`src/core/qtw_cfg.svh`:
```
// constants of the quad timer block: register map, control fields, formats
// Function
// - free-running: down wraps zero to maximum, up wraps full scale to zero
// - periodic: count from load value to limit, then restart from load value
// - normal mode raises interrupt whenever the count reaches its limit
// - a write to a clear register drops that timer's pending interrupt, unless a new event comes in the same cycle
// - a timer starts only after software writes its control with enable set
// - tick timer: 16-bit down counter on core clock, divide 1, 16 or 256
// - tick and general timers may trigger an ADC conversion at their count event
// - general timer: 32-bit up/down, crystal, core, pin or internal oscillator source, divide up to 32768
// - format field selects binary or hours:minutes:seconds:1/128 for load and count
// - general timer captures its count on first assertion of a chosen interrupt
// - wake timer: 32-bit up/down, crystal, core or internal oscillator source
// - wake timer keeps counting while the core clock is gated off
// - watchdog timer normal mode: like tick timer, can count up, 32 kHz source
// - control bit 5 enters watchdog mode; load must be written first
// - watchdog mode counts down from load to zero on the 32 kHz source
// - watchdog expiry gives chip reset or interrupt, chosen by control bit 1
// - any write to the watchdog clear register reloads and restarts the timeout
// - in watchdog mode load and control ignore writes until reset
`ifndef QTW_CFG_SVH
`define QTW_CFG_SVH

// ------------------------------------------------------------
// register map
// ------------------------------------------------------------
`define QTW_TMR_STRIDE_SH 5
`define QTW_OFS_LOAD 5'h00
`define QTW_OFS_COUNT 5'h04
`define QTW_OFS_CTRL 5'h08
`define QTW_OFS_CLEAR 5'h0c
`define QTW_OFS_CAPTURE 5'h10
`define QTW_OFS_STATUS 8'h80
`define QTW_GP_TIMER 2'd1

// ------------------------------------------------------------
// control fields
// ------------------------------------------------------------
`define QTW_CTRL_W 17
`define QTW_CB_DOGRST 1
`define QTW_CB_PRE_LO 2
`define QTW_CB_FMT_LO 4
`define QTW_CB_DOGEN 5
`define QTW_CB_PER 6
`define QTW_CB_EN 7
`define QTW_CB_UP 8
`define QTW_CB_SRC_LO 9
`define QTW_CB_CAP_LO 11
`define QTW_CB_ADCEN 16
`define QTW_FMT_HMS 2'b01
`define QTW_CTRL_RESET 17'h00000

// ------------------------------------------------------------
// time-of-day layout and prescaler limits
// ------------------------------------------------------------
`define QTW_HMS_FULL 32'h173b3b7f
`define QTW_HMS_LO '{0, 8, 16, 24}
`define QTW_HMS_MAX '{7'h7f, 7'h3b, 7'h3b, 7'h17}
`define QTW_PRE_LIM1 15'h0000
`define QTW_PRE_LIM16 15'h000f
`define QTW_PRE_LIM256 15'h00ff
`define QTW_PRE_LIM32K 15'h7fff

`endif

```
`src/core/qtw_pkg.sv`:
```
// types shared by the quad timer block
package qtw_pkg;
  typedef enum logic [1:0] {QTW_PRE_1, QTW_PRE_16, QTW_PRE_256, QTW_PRE_32K} qtw_pre_t;
  typedef enum logic [1:0] {QTW_SRC_XTAL, QTW_SRC_CORE, QTW_SRC_AUX, QTW_SRC_OSC} qtw_src_t;
endpackage

```
`src/core/qtw_timers.sv`:
```
// quad timer block with watchdog, APB register slave
//
// The implementer's own choices: register access over APB and the register offsets.
`timescale 1ns/1ps
`default_nettype none
`include "qtw_cfg.svh"

// ------------------------------------------------------------
// one timer channel
// ------------------------------------------------------------
module qtw_counter #(
  parameter int W = 16,
  parameter bit UP_OK = 1'b0,
  parameter bit HMS_OK = 1'b0,
  parameter bit DOG_OK = 1'b0,
  parameter bit SRC_SEL = 1'b0,
  parameter logic [1:0] SRC_FIX = 2'd1
) (
  input wire logic core_clk_i,
  input wire logic rst_i,
  input wire logic ld_we_i,
  input wire logic ctl_we_i,
  input wire logic clr_we_i,
  input wire logic [31:0] wdata_i,
  input wire logic [3:0] src_i,
  output logic [W-1:0] count_o,
  output logic [W-1:0] load_o,
  output logic [`QTW_CTRL_W-1:0] ctrl_o,
  output logic irq_o,
  output logic event_o,
  output logic bite_o
);
  import qtw_pkg::*;

  localparam int HLO[4] = `QTW_HMS_LO;
  localparam logic [6:0] HMX[4] = `QTW_HMS_MAX;

  if (W != 16 && W != 32) begin : g_bad_w
    $error("qtw_counter: width must be 16 or 32");
  end
  if (HMS_OK && W != 32) begin : g_bad_hms
    $error("qtw_counter: time-of-day format needs 32 bits");
  end

  // time-of-day step with carry or borrow between fields
  function automatic logic [31:0] hms_step(input logic [31:0] v, input logic up);
    logic [31:0] r;
    logic c;
    logic [6:0] f;
    logic [6:0] nf;
    r = v;
    c = 1'b1;
    for (int i = 0; i < 4; i++) begin
      f = 7'(v >> HLO[i]);
      nf = f;
      if (c) begin
        if (up) begin
          nf = (f == HMX[i]) ? 7'h00 : 7'(f + 7'h01);
          c = (f == HMX[i]);
        end else begin
          nf = (f == 7'h00) ? HMX[i] : 7'(f - 7'h01);
          c = (f == 7'h00);
        end
      end
      r = (r & ~(32'h0000007f << HLO[i])) | (32'(nf) << HLO[i]);
    end
    return r;
  endfunction

  logic [W-1:0] count_reg;
  logic [W-1:0] load_reg;
  logic [`QTW_CTRL_W-1:0] ctrl_reg;
  logic [14:0] pre_reg;
  logic irq_reg;
  logic event_reg;
  logic bite_reg;

  logic dog_on;
  logic hms;
  logic up;
  logic periodic;
  logic src_tick;
  logic step;
  logic at_limit;
  logic [14:0] pre_lim;
  logic [W-1:0] full;
  logic [W-1:0] step_val;
  logic [W-1:0] wrap_val;
  logic [W-1:0] start_val;
  logic [W-1:0] start_full;

  assign dog_on = DOG_OK && ctrl_reg[`QTW_CB_DOGEN];
  assign hms = HMS_OK && (ctrl_reg[`QTW_CB_FMT_LO+:2] == `QTW_FMT_HMS);
  assign up = UP_OK && ctrl_reg[`QTW_CB_UP] && !dog_on;
  assign periodic = ctrl_reg[`QTW_CB_PER] || dog_on;
  assign src_tick = SRC_SEL ? src_i[ctrl_reg[`QTW_CB_SRC_LO+:2]] : src_i[SRC_FIX];

  always_comb begin
    case (qtw_pre_t'(ctrl_reg[`QTW_CB_PRE_LO+:2]))
      QTW_PRE_1: pre_lim = `QTW_PRE_LIM1;
      QTW_PRE_16: pre_lim = `QTW_PRE_LIM16;
      QTW_PRE_256: pre_lim = `QTW_PRE_LIM256;
      QTW_PRE_32K: pre_lim = (W == 32) ? `QTW_PRE_LIM32K : `QTW_PRE_LIM256;
      default: pre_lim = `QTW_PRE_LIM1;
    endcase
  end

  assign step = ctrl_reg[`QTW_CB_EN] && src_tick && (pre_reg == pre_lim);
  assign full = hms ? W'(`QTW_HMS_FULL) : {W{1'b1}};
  assign at_limit = up ? (count_reg == full) : (count_reg == '0);
  assign step_val = hms ? W'(hms_step(32'(count_reg), up)) :
                    (up ? W'(count_reg + 1'b1) : W'(count_reg - 1'b1));
  assign wrap_val = periodic ? load_reg : (up ? '0 : full);
  assign start_full = (HMS_OK && wdata_i[`QTW_CB_FMT_LO+:2] == `QTW_FMT_HMS) ?
                      W'(`QTW_HMS_FULL) : {W{1'b1}};
  assign start_val = (wdata_i[`QTW_CB_PER] || (DOG_OK && wdata_i[`QTW_CB_DOGEN])) ? load_reg :
                     ((UP_OK && wdata_i[`QTW_CB_UP]) ? '0 : start_full);

  // load and control, locked once watchdog mode is on
  always_ff @(posedge core_clk_i or posedge rst_i) begin
    if (rst_i) begin
      load_reg <= '0;
      ctrl_reg <= `QTW_CTRL_RESET;
    end else if (!dog_on) begin
      if (ld_we_i) begin
        load_reg <= wdata_i[W-1:0];
      end
      if (ctl_we_i) begin
        ctrl_reg <= wdata_i[`QTW_CTRL_W-1:0];
      end
    end
  end

  // prescaler
  always_ff @(posedge core_clk_i or posedge rst_i) begin
    if (rst_i) begin
      pre_reg <= '0;
    end else if ((ctl_we_i && !dog_on) || (clr_we_i && dog_on) || step) begin
      pre_reg <= '0;
    end else if (ctrl_reg[`QTW_CB_EN] && src_tick) begin
      pre_reg <= 15'(pre_reg + 15'h0001);
    end
  end

  // counter
  always_ff @(posedge core_clk_i or posedge rst_i) begin
    if (rst_i) begin
      count_reg <= '0;
    end else if (ctl_we_i && !dog_on) begin
      count_reg <= start_val;
    end else if (clr_we_i && dog_on) begin
      count_reg <= load_reg;
    end else if (step) begin
      count_reg <= at_limit ? wrap_val : step_val;
    end
  end

  // pending interrupt: a new event wins over a clear in the same cycle
  always_ff @(posedge core_clk_i or posedge rst_i) begin
    if (rst_i) begin
      irq_reg <= 1'b0;
    end else if (step && at_limit && !(dog_on && ctrl_reg[`QTW_CB_DOGRST])) begin
      irq_reg <= 1'b1;
    end else if (clr_we_i) begin
      irq_reg <= 1'b0;
    end
  end

  always_ff @(posedge core_clk_i or posedge rst_i) begin
    if (rst_i) begin
      event_reg <= 1'b0;
      bite_reg <= 1'b0;
    end else begin
      event_reg <= step && at_limit;
      bite_reg <= step && at_limit && dog_on && ctrl_reg[`QTW_CB_DOGRST];
    end
  end

  assign count_o = count_reg;
  assign load_o = load_reg;
  assign ctrl_o = ctrl_reg;
  assign irq_o = irq_reg;
  assign event_o = event_reg;
  assign bite_o = bite_reg;
endmodule

// ------------------------------------------------------------
// top: four timers, clock-source synchronisers, APB slave
// ------------------------------------------------------------
module qtw_timers (
  input wire logic core_clk_i,
  input wire logic rst_i,
  input wire logic psel_i,
  input wire logic penable_i,
  input wire logic pwrite_i,
  input wire logic [7:0] paddr_i,
  input wire logic [31:0] pwdata_i,
  output logic [31:0] prdata_o,
  output logic pready_o,
  output logic pslverr_o,
  input wire logic xtal32k_i,
  input wire logic osc32k_i,
  input wire logic ext_clk_i,
  input wire logic core_gated_i,
  input wire logic [31:0] irq_src_i,
  output logic [3:0] irq_o,
  output logic adc_start_o,
  output logic chip_reset_o
);
  import qtw_pkg::*;

  localparam int WID[4] = '{16, 32, 32, 16};

  // ------------------------------------------------------------
  // synchronisers for the slow clock sources
  // ------------------------------------------------------------
  logic [2:0] sync_reg [3];
  logic [2:0] lvl_reg;
  logic [2:0] lvl_prev_reg;
  logic [2:0] async_in;
  logic [2:0] rise;

  assign async_in = {ext_clk_i, osc32k_i, xtal32k_i};

  for (genvar s = 0; s < 3; s++) begin : g_sync
    always_ff @(posedge core_clk_i or posedge rst_i) begin
      if (rst_i) begin
        sync_reg[s] <= 3'h0;
        lvl_reg[s] <= 1'b0;
        lvl_prev_reg[s] <= 1'b0;
      end else begin
        sync_reg[s] <= {sync_reg[s][1:0], async_in[s]};
        if (sync_reg[s][1] == sync_reg[s][2]) begin
          lvl_reg[s] <= sync_reg[s][2];
        end
        lvl_prev_reg[s] <= lvl_reg[s];
      end
    end
    assign rise[s] = lvl_reg[s] && !lvl_prev_reg[s];
  end

  logic core_tick;
  assign core_tick = !core_gated_i;

  // ------------------------------------------------------------
  // APB decode
  // ------------------------------------------------------------
  logic setup;
  logic wr_acc;
  logic [1:0] tsel;
  logic [4:0] tofs;
  logic [3:0] ld_we;
  logic [3:0] ctl_we;
  logic [3:0] clr_we;

  assign setup = psel_i && !penable_i;
  assign wr_acc = psel_i && penable_i && pready_o && pwrite_i && !pslverr_o;
  assign tsel = paddr_i[6:5];
  assign tofs = paddr_i[4:0];

  for (genvar t = 0; t < 4; t++) begin : g_we
    assign ld_we[t] = wr_acc && !paddr_i[7] && tsel == 2'(t) && tofs == `QTW_OFS_LOAD;
    assign ctl_we[t] = wr_acc && !paddr_i[7] && tsel == 2'(t) && tofs == `QTW_OFS_CTRL;
    assign clr_we[t] = wr_acc && !paddr_i[7] && tsel == 2'(t) && tofs == `QTW_OFS_CLEAR;
  end

  // ------------------------------------------------------------
  // timer channels
  // ------------------------------------------------------------
  logic [31:0] cnt [4];
  logic [31:0] ld [4];
  logic [`QTW_CTRL_W-1:0] ctl [4];
  logic [3:0] irq;
  logic [3:0] evt;
  logic [3:0] bite;

  for (genvar t = 0; t < 4; t++) begin : g_tmr
    logic [3:0] src;
    assign src = (t == 2) ? {rise[1], rise[1], core_tick, rise[0]} :
                            {rise[1], rise[2], core_tick, rise[0]};
    if (WID[t] < 32) begin : g_pad
      assign cnt[t][31:WID[t]] = '0;
      assign ld[t][31:WID[t]] = '0;
    end
    qtw_counter #(
      .W(WID[t]),
      .UP_OK(t != 0),
      .HMS_OK(t == 1 || t == 2),
      .DOG_OK(t == 3),
      .SRC_SEL(t == 1 || t == 2),
      .SRC_FIX((t == 3) ? 2'(QTW_SRC_OSC) : 2'(QTW_SRC_CORE))
    ) u_tmr (
      .core_clk_i(core_clk_i),
      .rst_i(rst_i),
      .ld_we_i(ld_we[t]),
      .ctl_we_i(ctl_we[t]),
      .clr_we_i(clr_we[t]),
      .wdata_i(pwdata_i),
      .src_i(src),
      .count_o(cnt[t][WID[t]-1:0]),
      .load_o(ld[t][WID[t]-1:0]),
      .ctrl_o(ctl[t]),
      .irq_o(irq[t]),
      .event_o(evt[t]),
      .bite_o(bite[t])
    );
  end

  // ------------------------------------------------------------
  // capture on the first assertion of the chosen source
  // ------------------------------------------------------------
  logic cap_prev_reg;
  logic cap_src;
  logic [31:0] capture_reg;

  assign cap_src = irq_src_i[ctl[1][`QTW_CB_CAP_LO+:5]];

  always_ff @(posedge core_clk_i or posedge rst_i) begin
    if (rst_i) begin
      cap_prev_reg <= 1'b0;
      capture_reg <= '0;
    end else begin
      cap_prev_reg <= cap_src;
      if (cap_src && !cap_prev_reg) begin
        capture_reg <= cnt[1];
      end
    end
  end

  // ------------------------------------------------------------
  // block outputs
  // ------------------------------------------------------------
  always_ff @(posedge core_clk_i or posedge rst_i) begin
    if (rst_i) begin
      irq_o <= 4'h0;
      adc_start_o <= 1'b0;
      chip_reset_o <= 1'b0;
    end else begin
      irq_o <= irq;
      adc_start_o <= (evt[0] && ctl[0][`QTW_CB_ADCEN]) || (evt[1] && ctl[1][`QTW_CB_ADCEN]);
      chip_reset_o <= bite[3];
    end
  end

  // ------------------------------------------------------------
  // APB read path and answer, one access cycle
  // ------------------------------------------------------------
  logic [31:0] rd_data;
  logic rd_err;

  always_comb begin
    rd_data = 32'h00000000;
    rd_err = 1'b0;
    if (paddr_i[1:0] != 2'b00) begin
      rd_err = 1'b1;
    end else if (paddr_i == `QTW_OFS_STATUS) begin
      rd_data = {27'h0000000, ctl[3][`QTW_CB_DOGEN], irq};
    end else if (paddr_i[7]) begin
      rd_err = 1'b1;
    end else begin
      case (tofs)
        `QTW_OFS_LOAD: rd_data = ld[tsel];
        `QTW_OFS_COUNT: rd_data = cnt[tsel];
        `QTW_OFS_CTRL: rd_data = 32'(ctl[tsel]);
        `QTW_OFS_CLEAR: rd_data = 32'h00000000;
        `QTW_OFS_CAPTURE: begin
          if (tsel == `QTW_GP_TIMER) begin
            rd_data = capture_reg;
          end else begin
            rd_err = 1'b1;
          end
        end
        default: rd_err = 1'b1;
      endcase
    end
  end

  always_ff @(posedge core_clk_i or posedge rst_i) begin
    if (rst_i) begin
      pready_o <= 1'b0;
      pslverr_o <= 1'b0;
      prdata_o <= 32'h00000000;
    end else if (setup) begin
      pready_o <= 1'b1;
      pslverr_o <= rd_err;
      prdata_o <= pwrite_i ? 32'h00000000 : rd_data;
    end else begin
      pready_o <= 1'b0;
      pslverr_o <= 1'b0;
    end
  end
endmodule

`default_nettype wire

```
`config.mk`:
```
export PLATFORM = sky130hd
export DESIGN_NAME = qtw_timers
export DESIGN_NICKNAME = d
export VERILOG_FILES = /design/src/core/qtw_pkg.sv /design/src/core/qtw_timers.sv
export VERILOG_INCLUDE_DIRS = /design/src /design/src/core
export SDC_FILE = /design/constraint.sdc
export NUM_CORES = 2
export LEC_CHECK = 0
export ABC_AREA = 1
export BUFFER_PORTS_ARGS = -buffer_cell sky130_fd_sc_hd__buf_4
export CAP_MARGIN = 5
export CORE_MARGIN = 8
export CORE_UTILIZATION = 50
export DETAILED_ROUTE_END_ITERATION = 16
export HOLD_SLACK_MARGIN = 0.08
export PLACE_DENSITY = 0.69
export REMOVE_ABC_BUFFERS = 1
export SLEW_MARGIN = 10
export SYNTH_ARGS = -nofsm -noshare
export SYNTH_HDL_FRONTEND = slang
export SYNTH_HIERARCHICAL = 1
export SYNTH_SLANG_ARGS = --single-unit
```
`constraint.sdc`:
```
create_clock -name core_clk_i -period 4.02 [get_ports core_clk_i]
set_input_delay 0.402 -clock core_clk_i [delete_from_list [all_inputs] [get_ports core_clk_i]]
set_output_delay 0.402 -clock core_clk_i [all_outputs]
set_load 0.01 [all_outputs]
```
# After elaboration in Yosys (flattened, before gate mapping)
# Cells that the tools add are included.
# totals
input_bits	81
wordCells	351
output_inout_bits	40
reg_bits	415
# op_classes
bitwise_logic	10
n_eq_ne	41
n_mux	127
magnitude_cmp	4
add_sub_neg	27
reduce_logical	101
# op_table
operator	n
$mux 32	29
$mux 16	14
$mux 7	30
$bmux 32 s2	2
$pmux 32 s4	1
$mux 15	8
$pmux 15 s4	2
$pmux 15 s3	2
$add 32x1->32 const B	2
$eq 32x32->1	2
$logic_not 32->1	2
$or 32x15->32	2
$or 32x23->32	2
$or 32x31->32	2
$or 32x7->32	2
$sub 32x1->32 const B	2
$add 15x1->15 const B	4
$eq 15x15->1	4
$add 7x1->7 const B	8
$logic_not 7->1	8
$sub 7x1->7 const B	8
$logic_and 1x1->1	47
$bmux 17 s2	1
$mux 17	2
other kinds (33)	124

# Logic depth before layout (Yosys ltp)
# logic_depth
word_depth	11
mapped_depth	20
ltp_nobuf	17

# Cells and area by module
# Netlist, hierarchy kept.
# by_module_without_submodules
module	instances	cells_per_inst	area_each_um2
qtw_counter at g_tmr[2].u_tmr	1	1510	9301.4
qtw_counter at g_tmr[1].u_tmr	1	1504	9228.9
qtw_timers	1	898	6268.5
qtw_counter at g_tmr[3].u_tmr	1	701	4590.7
qtw_counter at g_tmr[0].u_tmr	1	500	3628.5

# Worst setup path after synthesis
# No wires, ideal clock.
# synth_path
path_kind	reg-to-reg
startpoint	reg g_tmr[1].u_tmr.ctrl_reg[8]
endpoint	reg g_tmr[1].u_tmr.count_reg[31]
path_stages_with_launch	17
period_less_slack_ns	3.292
required_ns	3.904
setup_time_ns	0.116
arrival_ns	3.175
setup_slack_ns	0.728
n_path_buf	2
path_cell_list	dfrtp_1 > inv_2 > buf_2 > buf_1 > ha_1 > or2_2 > and2_1 > nand2_1 > nand2_1 > nand3_1 > nand2_1 > nand2_1 > nand3b_1 > nand3_1 > nand2_1 > nand2_1 > nand2_1
# synth_via
elab_chain_cells	5
word_cells_on_any_way	8
cone_classes	mux: 8
# synth_lines
item	line	rtl
from (decl)	qtw_timers.sv:72	logic [`QTW_CTRL_W-1:0] ctrl_reg;
from (signal assigned)	qtw_timers.sv:123	ctrl_reg <= `QTW_CTRL_RESET;
from (signal assigned)	qtw_timers.sv:129	ctrl_reg <= wdata_i[`QTW_CTRL_W-1:0];
$mux 32, on equally long branches	qtw_timers.sv:112, qtw_timers.sv:113	
$mux 32, on equally long branches	qtw_timers.sv:111, qtw_timers.sv:113	
$mux 32 *	qtw_timers.sv:154	count_reg <= at_limit ? wrap_val : step_val;
$mux 32 *	qtw_timers.sv:153	end else if (step) begin
$mux 32 *	qtw_timers.sv:149	end else if (ctl_we_i && !dog_on) begin
to (signal assigned)	qtw_timers.sv:150	count_reg <= start_val;
to (signal assigned)	qtw_timers.sv:152	count_reg <= load_reg;
to (signal assigned)	qtw_timers.sv:154	
to (decl)	qtw_timers.sv:70	logic [W-1:0] count_reg;
# Mark *: on every way between the ends. The rest lies on a longest branch, timed or not. The select of a mux whose other input is x is not followed.
# A chain may end at the register's enable or synchronous reset.

# Worst setup path after layout
# layout_path
startpoint	reg pready_o
endpoint	reg g_tmr[2].u_tmr.count_reg[22]
# layout_via
elab_chain_cells	7
word_cells_on_any_way	8
cone_classes	mux: 1; reduce/logical: 7
# layout_lines
item	line	rtl
from (decl)	qtw_timers.sv:199	output logic pready_o,
from (signal assigned)	qtw_timers.sv:380	pready_o <= 1'b0;
from (signal assigned)	qtw_timers.sv:384	pready_o <= 1'b1;
from (signal assigned)	qtw_timers.sv:388	pready_o <= 1'b0;
$logic_and 1x1->1 * (3 in a row)	qtw_timers.sv:257	assign wr_acc = psel_i && penable_i && pready_o && pwrite_i && !pslverr_o;
$logic_and 1x1->1 * (2 in a row)	qtw_timers.sv:263	assign ctl_we[t] = wr_acc && !paddr_i[7] && tsel == 2'(t) && tofs == `QTW_OFS_CTRL;
$logic_and 1x1->1 (no line) *	-	
named net ctl_we[2]	qtw_timers.sv:253	logic [3:0] ctl_we;
$mux 32 or $reduce_bool 2->1 (tied branches)	-	
to (signal assigned)	qtw_timers.sv:150	
to (signal assigned)	qtw_timers.sv:152	
to (signal assigned)	qtw_timers.sv:154	
to (decl)	qtw_timers.sv:70	
# The timed path passes the listed nets; every way through them passes the cells marked *.

==> results.yml <==
floorplanning:
  ios: 121
  die_w_um: 273
  rows: 94
  core_area_um2: 65500
  start_util: 0.503
  die_h_um: 273
  die_area_um2: 74300
cells_and_area:
  syn_to_final_growth_pct: 9.18
  drive_gt1_frac: 0.0986
  fin_cells: 6049
  layout.nets: 5332
hold_path:
  hold_path.class: "in2reg"
grt:
  antenna_found_initial: 3
  track_usage: 0.303
  grt_start_max_net_pins: 94
  overflow: 0
  grt_pass1_vias: 31500
  grt_pass1_wl_um: 181000
power:
  power_density_nw_per_um2: 271
  power.switching_uw: 2590
  fin_total_pwr_uw: 9740
  combinationalPowerShare: 0.094
  netSwitchingFraction: 0.266
  power_frac_clock: 0.455
  seqPwrFrac: 0.451
  intPower_uw: 7150
  ir_drop_v: 0.000301
  p_leak_uw: 0.0188
routing:
  avgRoutedWirePerCell_um: 19.3
  drt_iter0_markers: 4014
  drtAntennaViolNets: 0
  route.met3.wl_um: 11000
  drt-total-wl_um: 116000
  wl_met1_um: 49200
  remaining_drc_errors: 0
  routed.top_layer: "met5"
  drtPass1Iterations: 6
  vias_per_cell: 5.67
  dr_wl_met2_um: 50600
  vias: 34300
clock_tree:
  path_clk_slew_ps: 60
  cts_root_buf: "clkbuf_16"
  clk_path_buf_depth: 3
  cts_buffers: 47
  htreeDepth: 2
  postCtsSetupBuffers: 0
  cts.sinks: 415
  tritoncts: "done"
  clkLatencyLatePin_ps: 610
synthesis:
  syn_avg_cell_area_um2: 6.45
  syn_inst: 5104
  yosysWarnings: 6
  synth_area_um2: 32900
critical_path:
  worstPathMaxFanout: 15
  crit_buf_inv: 3
  crit_type: "reg2reg"
  worstPathCellList: "nand4_1 -> nor3_1 -> nand2_1 -> nor2_2 -> inv_1 -> nor2_1 -> inv_1 -> o21ai_0 -> inv_1 -> a21oi_1 -> a21oi_1 -> nand2_1 -> nand2_1"
  crit_path_top_delay_cell: "nor3_1"
  r2r_setup_slack_ps: 710
  cp.required_ps: 4520
  cp-start-kind: "register"
  cp_data_arrival_time_ps: 3800
  endpoint_kind: "register"
  critPathMaxStageDelay_ps: 610
  crit_family: "simple AND/OR/NAND/NOR gates"
sta:
  tightest_slew_ps: 1060
  setup_viol: 0
  finalSetupTns_ps: 0
  finalHoldViolCount: 0
  holdWs_ps: 114
  fmax_mhz: 302
  fin_worst_skew_ps: 59.0
  layout_min_cycle_time_ps: 3310
  finalCritPeriodShare: 0.822
  rsz0062_at_grt: "no"
  slew_headroom: 0.294
  finalMaxSlewViolations: 0
placement:
  gp_congestion: 1.01
  port-buffer-count: 120
  placed_cells: 5944
  dp_hpwl_um: 88200
outcome:
  run_status: "completed"
flow_run:
  max_cap_viol_count: 0
metrics by stage:
| stage | setup WS [ps] | utilization | instance area [um2] |
|---|---|---|---|
| after floorplan | -1530 | - | 31800 |
| after global placement | 818 | 0.522 | 34200 |
| after global routing | 377 | 0.549 | 36000 |
| final | 714 | 0.549 | 36000 |
| after detailed placement | 703 | 0.522 | 34200 |
| after CTS | 858 | 0.549 | 35900 |
path summary, 6_finish.rpt:
check / from / end / cells after the start
worst min-delay path: pwdata_i[10] / g_tmr[0].u_tmr/ctrl_o[10] / 3
worst max register to register: pready_o / g_tmr[2].u_tmr/count_o[22] / 13
min in group asynchronous: rst_i / prdata_o[2] / 3
worst min register to register: sync_reg[3] / sync_reg[4] / 0
max in group asynchronous: rst_i / g_tmr[3].u_tmr/pre_reg[5] / 4
worst max-delay path: pready_o / g_tmr[2].u_tmr/count_o[22] / 13
layout make-up:
| class | count | area (um2) |
|---|---|---|
| diodes | 2 | 5.00 |
| clock buffers | 63 | 1360 |
| clock inverters | 21 | 234 |
| fillers | 6579 | 29600 |
| inverters | 599 | 2270 |
| multi-input cells | 3905 | 19200 |
| flip-flops and latches | 415 | 10400 |
| well taps | 864 | 1080 |
| repair buffers | 180 | 1400 |
worst min-delay path: stages:
cell,delay (ps)
buf_4,160
nand2_1,70
nand2_1,50
what timing repair did:
item                      4_1_cts  5_1_grt
hold buffers                   19        0
resized for setup               0        0
hold endpoints to repair      170        0
routing by layer:
layer	up-vias	global-route usage
li1	16500	-
met1	15900	0.420
met2	1683	0.463
met3	288	0.0517
met4	2	0.132
met5	-	0
cells in the final DEF (no fill, tap or decap), types with 27 or more instances in the layout:
| master | n |
|---|---|
| nor2_1 | 434 |
| inv_1 | 534 |
| o21ai_0 | 278 |
| buf_4 | 161 |
| ha_1 | 100 |
| nand4_1 | 140 |
| xnor2_1 | 35 |
| nand3_1 | 320 |
| nor3_1 | 42 |
| nand2_2 | 95 |
| clkbuf_16 | 48 |
| xor2_1 | 61 |
| o211ai_1 | 64 |
| inv_2 | 51 |
| a21oi_1 | 233 |
| nor2_2 | 27 |
| o21ai_1 | 43 |
| a22oi_1 | 27 |
| nand2_1 | 1827 |
| dfrtp_1 | 415 |
power by group through the flow:
stage / sequential [uW] / combinational [uW] / clock, uW
floorplan: 4440 / 541 / 0
global placement: 4460 / 874 / 0
detailed placement: 4460 / 884 / 0
CTS: 4390 / 902 / 4480
global route: 4400 / 1000 / 4650
finish: 4390 / 917 / 4430
No activity file was read; power rests on OpenSTA's default activity.
